### config.mk
export PLATFORM = sky130hd
export DESIGN_NAME = cpu_condition_flags_unit
export DESIGN_NICKNAME = d
export VERILOG_FILES = /design/src/logic/cpu_flags_pkg.sv /design/src/logic/cpu_condition_flags_unit.sv
export SDC_FILE = /design/constraint.sdc
export NUM_CORES = 1
export LEC_CHECK = 0
export BUFFER_PORTS_ARGS = -buffer_cell sky130_fd_sc_hd__buf_2
export CAP_MARGIN = 20
export CORE_ASPECT_RATIO = 1.25
export CORE_UTILIZATION = 55
export CTS_CLUSTER_SIZE = 20
export DETAILED_ROUTE_END_ITERATION = 6
export PLACE_DENSITY_LB_ADDON = 0.08
export RECOVER_POWER = 100
export SYNTH_ARGS = -nofsm -noshare
export SYNTH_HDL_FRONTEND = slang
export SYNTH_SLANG_ARGS = --single-unit
### constraint.sdc
create_clock -name clock -period 4.5 [get_ports clock]
set_input_delay 0.45 -clock clock [delete_from_list [all_inputs] [get_ports clock]]
set_output_delay 0.45 -clock clock [all_outputs]
set_load 0.01 [all_outputs]
### src/logic/cpu_flags_pkg.sv
// constants, types and reset values of the cpu condition-flags unit
// Function
// [RULE1] flags are eight bits: V7 H4 I3 N2 Z1 C0, bits 6 and 5 read one
// [RULE2] any reset sets the mask; afterwards only clear-mask, wait, stop or a return from interrupt clears it
// [RULE3] overflow flag marks signed overflow; signed branches test it
// [RULE4] nibble carry follows carry from bit 3 into bit 4 on adds
// [RULE5] decimal adjust picks its correction from nibble carry and carry
// [RULE6] mask set blocks maskable interrupts; mask clear lets them in
// [RULE7] interrupt entry sets the mask after stacking, before vector fetch; the code raises it in the vector-fetch cycle
// [RULE8] interrupt entry never stacks the index high byte
// [RULE9] with the mask clear, the highest-priority pending request goes first
// [RULE10] return from interrupt restores flags and mask from the stack
// [RULE11] sign flag copies bit 7 of an alu result
// [RULE12] zero flag is set for a zero result, cleared otherwise
// [RULE13] carry takes add carry, subtract borrow, shift, rotate, bit test
// [RULE14] wait clears mask, stops cpu clock; irq exit keeps mask clear
// [RULE15] stop clears mask, stops clock; exit restarts after stabilization
// [RULE16] opcode a7 adds signed immediate to stack pointer in 2 cycles
// [RULE17] opcode af adds signed immediate to index register in 2 cycles
// [RULE18] opcode 24 branches to pc+2+offset when carry clear, 3 cycles
// [RULE19] writes to flag bits 6 and 5 are ignored
package cpu_flags_pkg;

  localparam int V_BIT = 7;
  localparam int H_BIT = 4;
  localparam int I_BIT = 3;
  localparam int N_BIT = 2;
  localparam int Z_BIT = 1;
  localparam int C_BIT = 0;
  localparam logic [7:0] ONES_MASK = 8'h60;
  localparam logic [7:0] FLAGS_RESET = 8'h68;
  localparam logic [15:0] SP_RESET = 16'h00ff;
  localparam logic [15:0] HX_RESET = 16'h0000;

  localparam logic [3:0] FLAGS_OFS = 4'h0;
  localparam logic [3:0] STATUS_OFS = 4'h1;

  localparam logic [7:0] SP_IMM_ADD_OPCODE = 8'ha7;
  localparam logic [7:0] IX_IMM_ADD_OPCODE = 8'haf;
  localparam logic [7:0] NO_CARRY_BRANCH_OPCODE = 8'h24;
  localparam logic [15:0] IMM_ADD_CYCLES = 16'h0002;
  localparam logic [15:0] BRANCH_CYCLES = 16'h0003;
  localparam logic [15:0] BRANCH_PC_STEP = 16'h0002;
  localparam logic [15:0] PUSH_BYTES = 16'h0005;

  localparam logic [7:0] DAA_LOW_FIX = 8'h06;
  localparam logic [7:0] DAA_HIGH_FIX = 8'h60;
  localparam logic [3:0] NIBBLE_MAX = 4'h9;
  localparam logic [7:0] BCD_MAX = 8'h99;

  typedef enum logic [4:0] {
    NO_OP, ADD_OP, ADC_OP, SUB_OP, SBC_OP, LOGIC_AND_OP, SHIFT_LEFT_OP,
    SHIFT_RIGHT_OP, ROTATE_LEFT_OP, DECIMAL_ADJUST_OP, CLEAR_MASK_OP,
    SET_MASK_OP, RETURN_FROM_INTERRUPT_OP, WAIT_OP, STOP_OP,
    SIGNED_BRANCH_OP, BIT_TEST_BRANCH_OP, OPCODE_OP
  } op_kind_t;

  typedef enum logic [1:0] {
    BRANCH_SIGNED_GREATER_OP, BRANCH_SIGNED_GREATER_EQUAL_OP,
    BRANCH_SIGNED_LESS_EQUAL_OP, BRANCH_SIGNED_LESS_OP
  } branch_cond_t;

  typedef enum logic [2:0] {
    ST_RUN, ST_EXEC, ST_PUSH, ST_VECTOR, ST_WAIT, ST_STOP, ST_STABILIZE
  } run_st_t;

  typedef struct packed {
    op_kind_t op;
    logic [7:0] opcode;
    logic [7:0] a;
    logic [7:0] b;
    branch_cond_t cond;
    logic [15:0] pc;
    logic [7:0] stacked_flags;
  } cmd_t;

  typedef struct packed {
    logic [7:0] value;
    logic [15:0] pc_next;
    logic taken;
    logic done;
  } res_t;

  typedef struct packed {
    run_st_t st;
    logic [7:0] flags;
    logic [15:0] sp;
    logic [15:0] hx;
    logic [15:0] cnt;
    logic [7:0] opcode;
    logic [15:0] pc;
    logic [7:0] offset;
    res_t res;
    logic nz_upd;
    logic push;
    logic [2:0] slot;
    logic vec;
    logic [3:0] vec_id;
    logic [7:0] rdata;
  } state_t;

  localparam state_t STATE_RESET = '{
    st: ST_RUN, flags: FLAGS_RESET, sp: SP_RESET, hx: HX_RESET,
    cnt: 16'h0000, opcode: 8'h00, pc: 16'h0000, offset: 8'h00,
    res: '0, nz_upd: 1'b0, push: 1'b0, slot: 3'h0, vec: 1'b0,
    vec_id: 4'h0, rdata: 8'h00
  };

endpackage

### src/logic/cpu_condition_flags_unit.sv
// condition flags, interrupt mask and low-power sequencing of the cpu core
`timescale 1ns/1ps
`default_nettype none
module cpu_condition_flags_unit import cpu_flags_pkg::*; #(
  parameter int NUM_IRQ = 8,
  parameter int OSC_STAB_CYCLES = 4096
) (
  input wire logic clock,
  input wire logic resetn,
  input wire logic cmd_valid,
  input wire cmd_t cmd,
  output logic cmd_ready,
  output res_t result,
  input wire logic [NUM_IRQ-1:0] irq_req,
  input wire logic ext_irq,
  output logic stack_push,
  output logic [2:0] stack_slot,
  output logic vector_fetch,
  output logic [3:0] vector_id,
  output logic cpu_clock_off,
  output logic [7:0] flags,
  output logic [15:0] stack_pointer,
  output logic [15:0] index_reg,
  input wire logic [3:0] reg_addr,
  input wire logic [7:0] reg_wdata,
  input wire logic reg_wr,
  input wire logic reg_rd,
  output logic [7:0] reg_rdata
);

  ////////////////////////////////////////////////////////////////////////////
  function automatic logic [15:0] sext8(input logic [7:0] v);
    return {{8{v[7]}}, v};
  endfunction

  // returns {v, h, c, result}; subtract runs as a + ~b + ~cin, carry inverted
  function automatic logic [10:0] arith(input logic [7:0] a,
                                        input logic [7:0] b,
                                        input logic cin,
                                        input logic sub);
    logic [7:0] bb;
    logic ci;
    logic [8:0] full;
    logic [4:0] half;
    logic v;
    bb = sub ? ~b : b;
    ci = sub ? ~cin : cin;
    full = {1'b0, a} + {1'b0, bb} + {8'h00, ci};
    half = {1'b0, a[3:0]} + {1'b0, bb[3:0]} + {4'h0, ci};
    v = (a[7] == bb[7]) && (full[7] != a[7]);
    return {v, half[4], sub ? ~full[8] : full[8], full[7:0]};
  endfunction

  function automatic logic [3:0] first_req(input logic [NUM_IRQ-1:0] req);
    logic [3:0] id;
    id = 4'h0;
    for (int i = NUM_IRQ - 1; i >= 0; i--) begin
      if (req[i]) begin
        id = 4'(i);
      end
    end
    return id;
  endfunction

  ////////////////////////////////////////////////////////////////////////////
  state_t s_q, s_d;
  logic take_irq;
  logic cmd_fire;
  logic [10:0] alu;
  logic sub_op;
  logic cin;
  logic n_x_v;
  logic cond_ok;
  logic [7:0] shift_r;
  logic shift_c;
  logic [7:0] fix;

  // interrupts only between instructions, never while the mask is set
  assign take_irq = (s_q.st == ST_RUN) && !s_q.flags[I_BIT]
                    && (|irq_req); // RULE6
  assign cmd_ready = (s_q.st == ST_RUN) && !take_irq;
  assign cmd_fire = cmd_valid && cmd_ready;

  assign sub_op = (cmd.op == SUB_OP) || (cmd.op == SBC_OP);
  assign cin = ((cmd.op == ADC_OP) || (cmd.op == SBC_OP))
               && s_q.flags[C_BIT];
  assign alu = arith(cmd.a, cmd.b, cin, sub_op);
  assign n_x_v = s_q.flags[N_BIT] ^ s_q.flags[V_BIT]; // RULE3

  always_comb begin
    case (cmd.cond)
      BRANCH_SIGNED_GREATER_OP: cond_ok = !(s_q.flags[Z_BIT] | n_x_v);
      BRANCH_SIGNED_GREATER_EQUAL_OP: cond_ok = !n_x_v;
      BRANCH_SIGNED_LESS_EQUAL_OP: cond_ok = s_q.flags[Z_BIT] | n_x_v;
      BRANCH_SIGNED_LESS_OP: cond_ok = n_x_v;
      default: cond_ok = 1'b0;
    endcase
  end

  always_comb begin
    case (cmd.op)
      SHIFT_LEFT_OP: begin
        shift_r = {cmd.a[6:0], 1'b0};
        shift_c = cmd.a[7];
      end
      SHIFT_RIGHT_OP: begin
        shift_r = {cmd.a[7], cmd.a[7:1]};
        shift_c = cmd.a[0];
      end
      default: begin
        shift_r = {cmd.a[6:0], s_q.flags[C_BIT]};
        shift_c = cmd.a[7];
      end
    endcase
  end

  // decimal correction steered by nibble carry and carry
  always_comb begin
    fix = 8'h00;
    if (s_q.flags[H_BIT] || (cmd.a[3:0] > NIBBLE_MAX)) begin // RULE5
      fix = fix | DAA_LOW_FIX;
    end
    if (s_q.flags[C_BIT] || (cmd.a > BCD_MAX)) begin // RULE5
      fix = fix | DAA_HIGH_FIX;
    end
  end

  ////////////////////////////////////////////////////////////////////////////
  always_comb begin
    s_d = s_q;
    s_d.res.done = 1'b0;
    s_d.push = 1'b0;
    s_d.vec = 1'b0;
    s_d.nz_upd = 1'b0;
    s_d.rdata = 8'h00;
    if (reg_rd) begin
      case (reg_addr)
        FLAGS_OFS: s_d.rdata = s_q.flags;
        STATUS_OFS: s_d.rdata = {s_q.vec_id, 1'b0,
                                 s_q.st == ST_STABILIZE,
                                 s_q.st != ST_RUN, cpu_clock_off};
        default: s_d.rdata = 8'h00;
      endcase
    end
    // software may raise the mask but cannot drop it
    if (reg_wr && (reg_addr == FLAGS_OFS)) begin
      s_d.flags = (reg_wdata & ~ONES_MASK) | ONES_MASK; // RULE19
      s_d.flags[I_BIT] = s_q.flags[I_BIT] | reg_wdata[I_BIT]; // RULE2
    end
    case (s_q.st)
      ST_RUN: begin
        if (take_irq) begin
          // first byte stacked now; index high byte is never in the frame
          s_d.st = ST_PUSH;
          s_d.push = 1'b1;
          s_d.slot = 3'h0; // RULE8
          s_d.sp = s_q.sp - 16'h0001;
          s_d.cnt = PUSH_BYTES - 16'h0001;
          s_d.vec_id = first_req(irq_req); // RULE9
        end else if (cmd_fire) begin
          s_d.res.done = 1'b1;
          s_d.res.taken = 1'b0;
          case (cmd.op)
            ADD_OP, ADC_OP, SUB_OP, SBC_OP: begin
              s_d.res.value = alu[7:0];
              s_d.flags[V_BIT] = alu[10]; // RULE3
              if (!sub_op) begin
                s_d.flags[H_BIT] = alu[9]; // RULE4
              end
              s_d.flags[C_BIT] = alu[8]; // RULE13
              s_d.flags[N_BIT] = alu[7]; // RULE11
              s_d.flags[Z_BIT] = alu[7:0] == 8'h00; // RULE12
              s_d.nz_upd = 1'b1;
            end
            LOGIC_AND_OP: begin
              s_d.res.value = cmd.a & cmd.b;
              s_d.flags[V_BIT] = 1'b0;
              s_d.flags[N_BIT] = cmd.a[7] & cmd.b[7]; // RULE11
              s_d.flags[Z_BIT] = (cmd.a & cmd.b) == 8'h00; // RULE12
              s_d.nz_upd = 1'b1;
            end
            SHIFT_LEFT_OP, SHIFT_RIGHT_OP, ROTATE_LEFT_OP: begin
              s_d.res.value = shift_r;
              s_d.flags[C_BIT] = shift_c; // RULE13
              s_d.flags[N_BIT] = shift_r[7]; // RULE11
              s_d.flags[Z_BIT] = shift_r == 8'h00; // RULE12
              s_d.flags[V_BIT] = shift_r[7] ^ shift_c; // RULE3
              s_d.nz_upd = 1'b1;
            end
            DECIMAL_ADJUST_OP: begin
              s_d.res.value = cmd.a + fix; // RULE5
              s_d.flags[C_BIT] = fix[6]; // RULE13
              s_d.flags[N_BIT] = s_d.res.value[7]; // RULE11
              s_d.flags[Z_BIT] = s_d.res.value == 8'h00; // RULE12
              s_d.nz_upd = 1'b1;
            end
            CLEAR_MASK_OP: s_d.flags[I_BIT] = 1'b0; // RULE2
            SET_MASK_OP: s_d.flags[I_BIT] = 1'b1;
            RETURN_FROM_INTERRUPT_OP: begin
              s_d.flags = cmd.stacked_flags | ONES_MASK; // RULE10 RULE1
              s_d.sp = s_q.sp + PUSH_BYTES;
            end
            WAIT_OP: begin
              s_d.flags[I_BIT] = 1'b0; // RULE14
              s_d.st = ST_WAIT;
            end
            STOP_OP: begin
              s_d.flags[I_BIT] = 1'b0; // RULE15
              s_d.st = ST_STOP;
            end
            SIGNED_BRANCH_OP: begin
              s_d.res.taken = cond_ok; // RULE3
              s_d.res.pc_next = cmd.pc + BRANCH_PC_STEP
                                + (cond_ok ? sext8(cmd.b) : 16'h0000);
            end
            BIT_TEST_BRANCH_OP: begin
              s_d.flags[C_BIT] = cmd.a[cmd.b[2:0]]; // RULE13
              s_d.res.taken = cmd.a[cmd.b[2:0]];
            end
            OPCODE_OP: begin
              s_d.opcode = cmd.opcode;
              s_d.pc = cmd.pc;
              s_d.offset = cmd.b;
              if ((cmd.opcode == SP_IMM_ADD_OPCODE)
                  || (cmd.opcode == IX_IMM_ADD_OPCODE)) begin
                s_d.res.done = 1'b0;
                s_d.st = ST_EXEC;
                s_d.cnt = IMM_ADD_CYCLES - 16'h0001; // RULE16 RULE17
              end else if (cmd.opcode == NO_CARRY_BRANCH_OPCODE) begin
                s_d.res.done = 1'b0;
                s_d.st = ST_EXEC;
                s_d.cnt = BRANCH_CYCLES - 16'h0001; // RULE18
              end
            end
            default: s_d.res.done = 1'b1;
          endcase
        end
      end
      ST_EXEC: begin
        s_d.cnt = s_q.cnt - 16'h0001;
        if (s_q.cnt == 16'h0001) begin
          s_d.st = ST_RUN;
          s_d.res.done = 1'b1;
          case (s_q.opcode)
            SP_IMM_ADD_OPCODE: s_d.sp = s_q.sp + sext8(s_q.offset); // RULE16
            IX_IMM_ADD_OPCODE: s_d.hx = s_q.hx + sext8(s_q.offset); // RULE17
            NO_CARRY_BRANCH_OPCODE: begin
              s_d.res.taken = !s_q.flags[C_BIT]; // RULE18
              s_d.res.pc_next = s_q.pc + BRANCH_PC_STEP
                + (s_q.flags[C_BIT] ? 16'h0000 : sext8(s_q.offset));
            end
            default: s_d.res.taken = 1'b0;
          endcase
        end
      end
      ST_PUSH: begin
        s_d.push = 1'b1;
        s_d.slot = 3'(PUSH_BYTES - s_q.cnt);
        s_d.sp = s_q.sp - 16'h0001;
        s_d.cnt = s_q.cnt - 16'h0001;
        if (s_q.cnt == 16'h0001) begin
          s_d.st = ST_VECTOR;
        end
      end
      ST_VECTOR: begin
        // mask rises with the fetch, one cycle after the last stack write
        s_d.flags[I_BIT] = 1'b1; // RULE7
        s_d.vec = 1'b1;
        s_d.st = ST_RUN;
      end
      ST_WAIT: begin
        if (|irq_req) begin
          s_d.st = ST_RUN; // RULE14
        end
      end
      ST_STOP: begin
        if (ext_irq) begin
          s_d.st = ST_STABILIZE;
          s_d.cnt = 16'(OSC_STAB_CYCLES); // RULE15
        end
      end
      ST_STABILIZE: begin
        s_d.cnt = s_q.cnt - 16'h0001;
        if (s_q.cnt <= 16'h0001) begin
          s_d.st = ST_RUN; // RULE15
        end
      end
      default: s_d.st = ST_RUN;
    endcase
  end

  always_ff @(posedge clock or negedge resetn) begin
    if (!resetn) begin
      s_q <= STATE_RESET; // RULE2
    end else begin
      s_q <= s_d;
    end
  end

  assign result = s_q.res;
  assign stack_push = s_q.push;
  assign stack_slot = s_q.slot;
  assign vector_fetch = s_q.vec;
  assign vector_id = s_q.vec_id;
  assign cpu_clock_off = (s_q.st == ST_WAIT) || (s_q.st == ST_STOP)
                         || (s_q.st == ST_STABILIZE); // RULE14 RULE15
  assign flags = s_q.flags;
  assign stack_pointer = s_q.sp;
  assign index_reg = s_q.hx;
  assign reg_rdata = s_q.rdata;

  ////////////////////////////////////////////////////////////////////////////
  logic mask_drop_ok;
  logic [8:0] add_sum;
  assign mask_drop_ok = cmd_fire && ((cmd.op == CLEAR_MASK_OP)
    || (cmd.op == WAIT_OP) || (cmd.op == STOP_OP)
    || ((cmd.op == RETURN_FROM_INTERRUPT_OP) && !cmd.stacked_flags[I_BIT]));
  assign add_sum = {1'b0, cmd.a} + {1'b0, cmd.b};
endmodule
`default_nettype wire

Word level (Yosys, flattened, before mapping)
Cells that the tools add are included.
Storage, ports and cells
  register bits after elaboration: 134
  logic and storage cells: 222
Cells by class
  add/subtract/negate cells: 15
  magnitude comparators: 4
  equal/unequal tests: 54
  multiplexer cells: 73
  bitwise gates (word level): 10
  reduce and logical (&&, ||, !) cells: 49
Operators with widths (count)
  $mux W16: 12
  $pmux W16 S3: 2
  $mux W75: 1
  $add A16 B16 Y16: 4
  $mux W48: 1
  $eq A5 B4 Y1 const B: 8
  $mux W4: 9
  $pmux W18 S2: 1
  $mux W3: 11
  $add A16 B2 Y16 const B: 2
  $eq A8 B8 Y1 const B: 4
  $logic_not A8 Y1: 4
  $mux W32: 1
  $mux W8: 4
  $pmux W8 S2: 2
  $pmux W8 S4: 1
  $sub A16 B1 Y16 const B: 2
  $mux W27: 1
  $eq A5 B3 Y1 const B: 4
  $mux W19: 1
  $mux W18: 1
  $ne A2 B2 Y1 const B: 9
  $pmux W3 S6: 1
  $add A16 B3 Y16 const B: 1
  66 further kinds: 118

Longest topological paths before layout
Gate-level depths: netlist (run 1).
  depth after elaboration: 12
  mapped depth: 16

Least setup slack after synthesis (run 1)
Ideal clock, no wire load.
  kind: input port to flip-flop
  start point: in cmd[52] in the netlist's numbering
  end point: reg s_q (netlist bit flags[1])
  setup time: 76 ps
  arrival time: 3765 ps
  required time: 4424 ps
  slack: 659 ps
  stages on the path: 12
  buffers on the path: 1
  path through: clkbuf_1 inv_1 o21ai_0 nand2_1 xor2_1 fa_1 inv_1 fa_1 or4b_1 or3_1 o41a_1 o21ai_1
RTL lines
  start, declared: RTL line cpu_condition_flags_unit.sv:11  | input wire cmd_t cmd,
  end signal, assigned: RTL line cpu_condition_flags_unit.sv:294  | s_q <= STATE_RESET;
  end signal, assigned: RTL line cpu_condition_flags_unit.sv:296  | s_q <= s_d;
  end, declared: RTL line cpu_condition_flags_unit.sv:66  | state_t s_q, s_d;

==> results of run 1 <==
## power by group through the flow
stage	Sequential (mW)	Combinational (mW)	Clock, mW
floorplan	1.76	2.56	0
global placement	1.93	2.97	0
global route	1.98	3.35	1.55
detailed placement	1.95	3.03	0
finish	1.93	3.00	1.49
CTS	1.93	3.05	1.51
## how the worst max path moves through the flow
stage / endpoint / start / slack [ns] / cells after the start
detailed placement: flags[1]$_DFF_PN0_ / cmd[50] / 0.40 / 13
global placement: flags[1]$_DFF_PN0_ / cmd[50] / 0.47 / 13
global route: flags[1]$_DFF_PN0_ / cmd[50] / 0.17 / 13
finish: flags[1]$_DFF_PN0_ / cmd[50] / 0.40 / 13
CTS: result[13]$_DFFE_PN0P_ / flags[2]$_DFF_PN0_ / 0.59 / 14
floorplan: flags[1]$_DFF_PN0_ / cmd[52] / 0.66 / 12
## layer usage
layer / global-route usage, % / routed length [um]
met4: 12.5 / 880
met2: 50.0 / 16200
met5: 0 / 0
met3: 6.02 / 2110
met1: 37.1 / 13700
## per-stage QoR
| stage | util (%) | hold slack (ns) |
|---|---|---|
| 2_1_floorplan | - | 0.154 |
| 3_3_place_gp | 58.1 | 0.451 |
| 3_5_place_dp | 58.1 | 0.463 |
| 4_1_cts | 61.0 | 0.173 |
| 5_1_grt | 60.3 | 0.250 |
| 6_report | 60.3 | 0.258 |
## cells in the final DEF (no fill, tap or decap), types with 11 or more instances in the layout
| master | instances |
|---|---|
| xor2_1 | 31 |
| o21a_1 | 18 |
| xnor2_1 | 50 |
| mux2_2 | 37 |
| or3_1 | 19 |
| o21ai_0 | 110 |
| nand3_1 | 31 |
| o22ai_1 | 13 |
| a31oi_1 | 13 |
| buf_2 | 84 |
| nand2b_1 | 14 |
| a21o_1 | 18 |
| clkbuf_1 | 86 |
| a21oi_1 | 96 |
| clkbuf_16 | 17 |
| mux2i_1 | 12 |
| nor2_1 | 112 |
| nand2_1 | 100 |
| and3_1 | 11 |
| nor3_1 | 43 |
| a22oi_1 | 26 |
| a211oi_1 | 11 |
| inv_1 | 49 |
| ha_1 | 105 |
| o31ai_1 | 13 |
| nor2b_1 | 37 |
| dfrtp_1 | 122 |
## cell type report
cell class	count	area share, %
Antenna cell	1	0.0193
Clock buffer	19	3.50
Clock inverter	13	1.30
Inverter	49	1.42
Multi-Input combinational cell	1090	58.8
Sequential cell	133	25.8
Tap cell	279	2.70
Timing Repair Buffer	182	6.46
## logic make-up after synthesis
group,after synthesis
AOI/OAI and AO/OA,422
xor gates and xnor gates,82
adders and majority gates,112
buffers and inverters,189
DFF,133
muxes,51
other,1
and+or+nand+nor,422
==> out/metrics.cfg, run 1 <==
[cts]
cts_buffer_depth=2
worstSkewPairLatency_ns=0.43
htreeDepth=4
cts_hold_repair.buffers=0
cts_setup_buffers=0
numCtsBuffers=17
cts_resized=0
cts-root-buf=clkbuf_16
clk_pin_slew_ns=0.06
clock-sinks=133
cts_tree=yes

[routing]
vias=10800
wl_mm=32.8
wire_per_inst_um=18.6
via_per_inst=6.14
drt-initial-drc-count=804
drc=0
drt_first_pass_iters=6
drtAntennaViolNets=0

[global_routing]
track_usage_pct=29.8
antenna_found_initial=0
grt_pass1_vias=10400
grt_pass1_wl_mm=53.1
grt.overflow.total=0
grt_start_max_net_pins=99

[yosys]
syn_inst=1412
synth_largest_area_cell=dfrtp_1
synth-seq-cells=133
synthAdderAreaFrac_pct=12.1
synth_common_cells=122 x dfrtp_1, 110 x nor2_1, 107 x o21ai_0
ys_types=87
synthArstFlopShare_pct=100
yosysWarnings=0
synth_top_flop_cell=dfrtp_1
synth_mux_area_share_pct=4.85
synth-compound-area-share_pct=22.9
syn_area_per_cell_sq_um=8.49
synth_enable_flop_cells=0
synth_fp_nets=1605
synth_area_leaders=dfrtp_1 25%, ha_1 11%, buf_4 5.1%
synth_top_family_by_area=compound AO/OA/AOI/OAI gates
synth_top_area_share_pct=25.5
synth-simple-area-share_pct=17.6
yosysMostFrequentCell=dfrtp_1
synthXorXnorAreaFrac_pct=6.05
ys_seq_area_share_pct=27.9
syn_area_sq_um=12000

[finish]
ff_latch_area_sq_um=3340
finalNetCount=1666
largest_reg_flops=51
syn_to_final_growth_pct=7.94
drive_gt1_share_pct=12.6
final_cell_area_sq_um=12900
multi_input_area_sq_um=7610
fillers=2053
largest-register=s_q
fin_cells=1766

[worst_hold_path]
whs_path_depth=2
holdPathEnd=vector_id[0]$_DFFE_PN0P_
hold_path_class=in2reg
holdCritStartpoint=irq_req[0]

[setup_path]
worstPathMaxFanout=16
cp_slowest_cell=nor2_1
reg2reg_depth=13
timing.rr.end=result[17]$_DFFE_PN0P_
crit_arrival_ns=4.44
path_cells=clkbuf_1, nor2_1, inv_1, o21ai_0, nand2_1, clkbuf_1, xnor2_1, fa_1, xor2_1, or4b_1, or3_1, o41a_1, o21ai_0
r2r-start=flags[2]$_DFF_PN0_
r2r_setup_slack_ns=0.55
cp-end-kind=flip-flop
path_buf_inv=3
max_stage_delay_ns=0.51
start_kind=primary input
worstSetupPathType=in2reg
cp_top_family=simple AND/OR/NAND/NOR gates
crit_required_ns=4.84

[run_status]
violations=max-capacitance violations, max-slew violations
status=finished with violations

[placed_design]
place_ws_ns=0.397
dpl.hpwl_mm=24.2
placed_cell_area_sq_um=12500
port_buffers=160
dp.cells=1732
gp_congestion=0.936

[floorplanning]
die_height_um=167
fp.dieW_um=134
ios=166
core_sq_um=21500
start_util_pct=55.9
die_area_sq_um=22400
rows=60

[sta]
tightest_slew_ns=2.53
timing.fmax_mhz=244
rsz0062_at_grt=false
slew_violations=163
min_period_ns=4.10
hold_violations=0
slew_headroom_pct=-68.4
finClkSkew_ns=0.0114
timing.final.crit_share_pct=91.1
finalWorstSetupSlack_ns=0.399
setup_tns_ns=0
setup_viol=0

[power_and_ir_drop]
cellLeakagePower_nw=5.80
peakVddDrop_v=0.000291
clkPwrFrac_pct=23.2
p_sw_mw=2.80
power_density_nw_per_um2=496
swShare_pct=43.6
p_total_mw=6.42
p_int_mw=3.62
power_frac_comb_pct=46.7
power_frac_seq_pct=30.1

[flow_run]
maxCapViolCount=3

Note: power is estimated with default switching activity, not from simulation.
==> run 2, diff against run 1 <==
--- a/config.mk
+++ b/config.mk
@@ -11,7 +11,7 @@
 export CORE_UTILIZATION = 55
 export CTS_CLUSTER_SIZE = 20
 export DETAILED_ROUTE_END_ITERATION = 6
-export PLACE_DENSITY_LB_ADDON = 0.08
+export PLACE_DENSITY_LB_ADDON = 0.25
 export RECOVER_POWER = 100
 export SYNTH_ARGS = -nofsm -noshare
 export SYNTH_HDL_FRONTEND = slang
==> out/metrics.cfg, run 2 (synthesis gave the netlist of run 1 again) <==
[global_routing]
grt_start_max_net_pins=106  ; was 99
grt_pass1_wl_mm=53.2  ; was 53.1 mm
track_usage_pct=29.9  ; was 29.8%
grt_pass1_vias=10400  ; about the same
antenna_found_initial=1  ; was 0
grt.overflow.total=0  ; unchanged

[placed_design]
gp_congestion=0.939  ; was 0.936
place_ws_ns=0.441  ; was 0.397 ns
port_buffers=160  ; unchanged
placed_cell_area_sq_um=12500  ; unchanged
dp.cells=1732  ; unchanged
dpl.hpwl_mm=24.4  ; was 24.2 mm

[sta]
rsz0062_at_grt=false  ; unchanged
slew_headroom_pct=-86.4  ; was -68.4%
setup_tns_ns=0  ; unchanged
min_period_ns=4.07  ; was 4.10 ns
hold_violations=0  ; unchanged
timing.final.crit_share_pct=90.5  ; was 91.1%
finalWorstSetupSlack_ns=0.426  ; was 0.399 ns
worst_hold_slack_ns=0.257  ; was 0.258 ns
timing.fmax_mhz=245  ; was 244 MHz
finClkSkew_ns=0.0120  ; was 0.0114 ns
tightest_slew_ns=2.80  ; was 2.53 ns
slew_violations=184  ; was 163
setup_viol=0  ; unchanged

[cts]
htreeDepth=4  ; unchanged
cts_setup_buffers=0  ; unchanged
cts_tree=yes  ; unchanged
cts-root-buf=clkbuf_16  ; unchanged
numCtsBuffers=17  ; unchanged
cts_buffer_depth=2  ; unchanged
cts_resized=0  ; unchanged
clock-sinks=133  ; unchanged
worstSkewPairLatency_ns=0.43  ; about the same
cts_hold_repair.buffers=0  ; unchanged
clk_pin_slew_ns=0.06  ; about the same

[floorplanning]
start_util_pct=55.9  ; unchanged
ios=166  ; unchanged
core_sq_um=21500  ; unchanged
fp.dieW_um=134  ; unchanged
rows=60  ; unchanged
die_area_sq_um=22400  ; unchanged
die_height_um=167  ; unchanged

[routing]
wire_per_inst_um=18.8  ; was 18.6 um
drt-initial-drc-count=784  ; was 804
drt_first_pass_iters=5  ; was 6
wl_mm=33.2  ; was 32.8 mm
via_per_inst=6.15  ; was 6.14
drc=0  ; unchanged
drtAntennaViolNets=0  ; unchanged
vias=10900  ; was 10800

[finish]
layout_common_cells=122 x dfrtp_1, 112 x nor2_1, 111 x o21ai_0, 105 x ha_1, 100 x nand2_1  ; was 122 x dfrtp_1, 112 x nor2_1, 110 x o21ai_0, 105 x ha_1, 100 x nand2_1
final_common_cell=dfrtp_1  ; unchanged
largest-register=s_q  ; unchanged
syn_to_final_growth_pct=7.97  ; was 7.94%
final_cell_area_sq_um=12900  ; about the same
finalNetCount=1667  ; was 1666
fillers=1979  ; was 2053
largest_reg_flops=51  ; unchanged
final_util_pct=60.3  ; about the same
drive_gt1_share_pct=12.6  ; about the same
fin_cells=1767  ; was 1766

[power_and_ir_drop]
p_sw_mw=2.80  ; about the same
peakVddDrop_v=0.000349  ; was 0.000291 V
power_frac_comb_pct=47.0  ; was 46.7%
cellLeakagePower_nw=5.80  ; about the same
p_int_mw=3.62  ; about the same
p_total_mw=6.42  ; about the same
clkPwrFrac_pct=23.0  ; was 23.2%
power_frac_seq_pct=30.0  ; was 30.1%
swShare_pct=43.6  ; about the same
power_density_nw_per_um2=496  ; about the same

[worst_hold_path]
hold_path_class=in2reg  ; unchanged
holdPathEnd=vector_id[0]$_DFFE_PN0P_  ; unchanged
whs_path_depth=2  ; unchanged
holdCritStartpoint=irq_req[0]  ; unchanged

[setup_path]
cp-end-kind=flip-flop  ; unchanged
worstSetupPathType=reg2reg  ; was in2reg
crit_required_ns=4.80  ; was 4.84 ns
r2r_setup_slack_ns=0.43  ; was 0.55 ns
start_kind=flip-flop  ; was primary input
timing.rr.end=s_q[47]$_DFFE_PN0P_  ; was result[17]$_DFFE_PN0P_
crit_arrival_ns=4.38  ; was 4.44 ns
reg2reg_depth=7  ; was 13
worstPathMaxFanout=34  ; was 16
r2r-start=s_q[134]$_DFFE_PN0P_  ; was flags[2]$_DFF_PN0_

[run_status]
status=finished with violations  ; unchanged
violations=max-capacitance violations, max-slew violations  ; unchanged

[flow_run]
maxCapViolCount=4  ; was 3

## run 2: changes by cell type in the layout (fill, tap and decap cells not counted), sizes merged
| cell | change |
|---|---|
| buf | +3 |
| inv | -2 |
| clkinv | -1 |
| clkinvlp | +1 |
## run 2: worst max-delay path by stage
| stage | start | end | cells past startpoint |
|---|---|---|---|
| 2_1_floorplan | cmd[52] | flags[1]$_DFF_PN0_ | 12 |
| 3_5_place_dp | cmd[51] | flags[1]$_DFF_PN0_ | 13 |
| 4_1_cts | flags[2]$_DFF_PN0_ | result[13]$_DFFE_PN0P_ | 15 |
| 5_1_grt | s_q[134]$_DFFE_PN0P_ | s_q[55]$_DFFE_PN0P_ | 7 |
| 6_report | s_q[134]$_DFFE_PN0P_ | s_q[47]$_DFFE_PN0P_ | 7 |
| 3_3_place_gp | cmd[51] | flags[1]$_DFF_PN0_ | 13 |
## run 2: worst max-delay path, stage by stage, from the launching register on
cell and delay [ns]:
dfrtp_1 0.54, nor2_1 0.26, nand2_1 0.23, nor3_1 0.34, clkbuf_1 1.34, nand2_1 0.11
clkbuf_2 0.62, mux2_2 0.50
## run 2: area by class of cell
type | instances | area [sq um] | share of cell area [%]
Multi-Input combinational cell | 1090 | 7610 | 58.8
Clock inverter | 11 | 150 | 1.16
Antenna cell | 1 | 2.50 | 0.0193
Tap cell | 279 | 349 | 2.70
Timing Repair Buffer | 183 | 851 | 6.57
Inverter | 49 | 184 | 1.42
Clock buffer | 21 | 460 | 3.56
Sequential cell | 133 | 3340 | 25.8
## run 2: power by group through the flow
stage / clock (mW) / combinational, mW / sequential (mW)
2_1_floorplan: 0 / 2.56 / 1.76
3_3_place_gp: 0 / 2.96 / 1.93
3_5_place_dp: 0 / 3.04 / 1.94
4_1_cts: 1.49 / 3.07 / 1.92
5_1_grt: 1.54 / 3.36 / 1.98
6_report: 1.48 / 3.02 / 1.93
## run 2: layer usage
| layer | track usage [%] | wire [um] | up-vias |
|---|---|---|---|
| li1 | - | - | 5220 |
| met1 | 38.0 | 13600 | 5193 |
| met2 | 50.2 | 16500 | 374 |
| met3 | 4.30 | 1940 | 81 |
| met4 | 13.3 | 1110 | 0 |
| met5 | 0 | 0 | - |
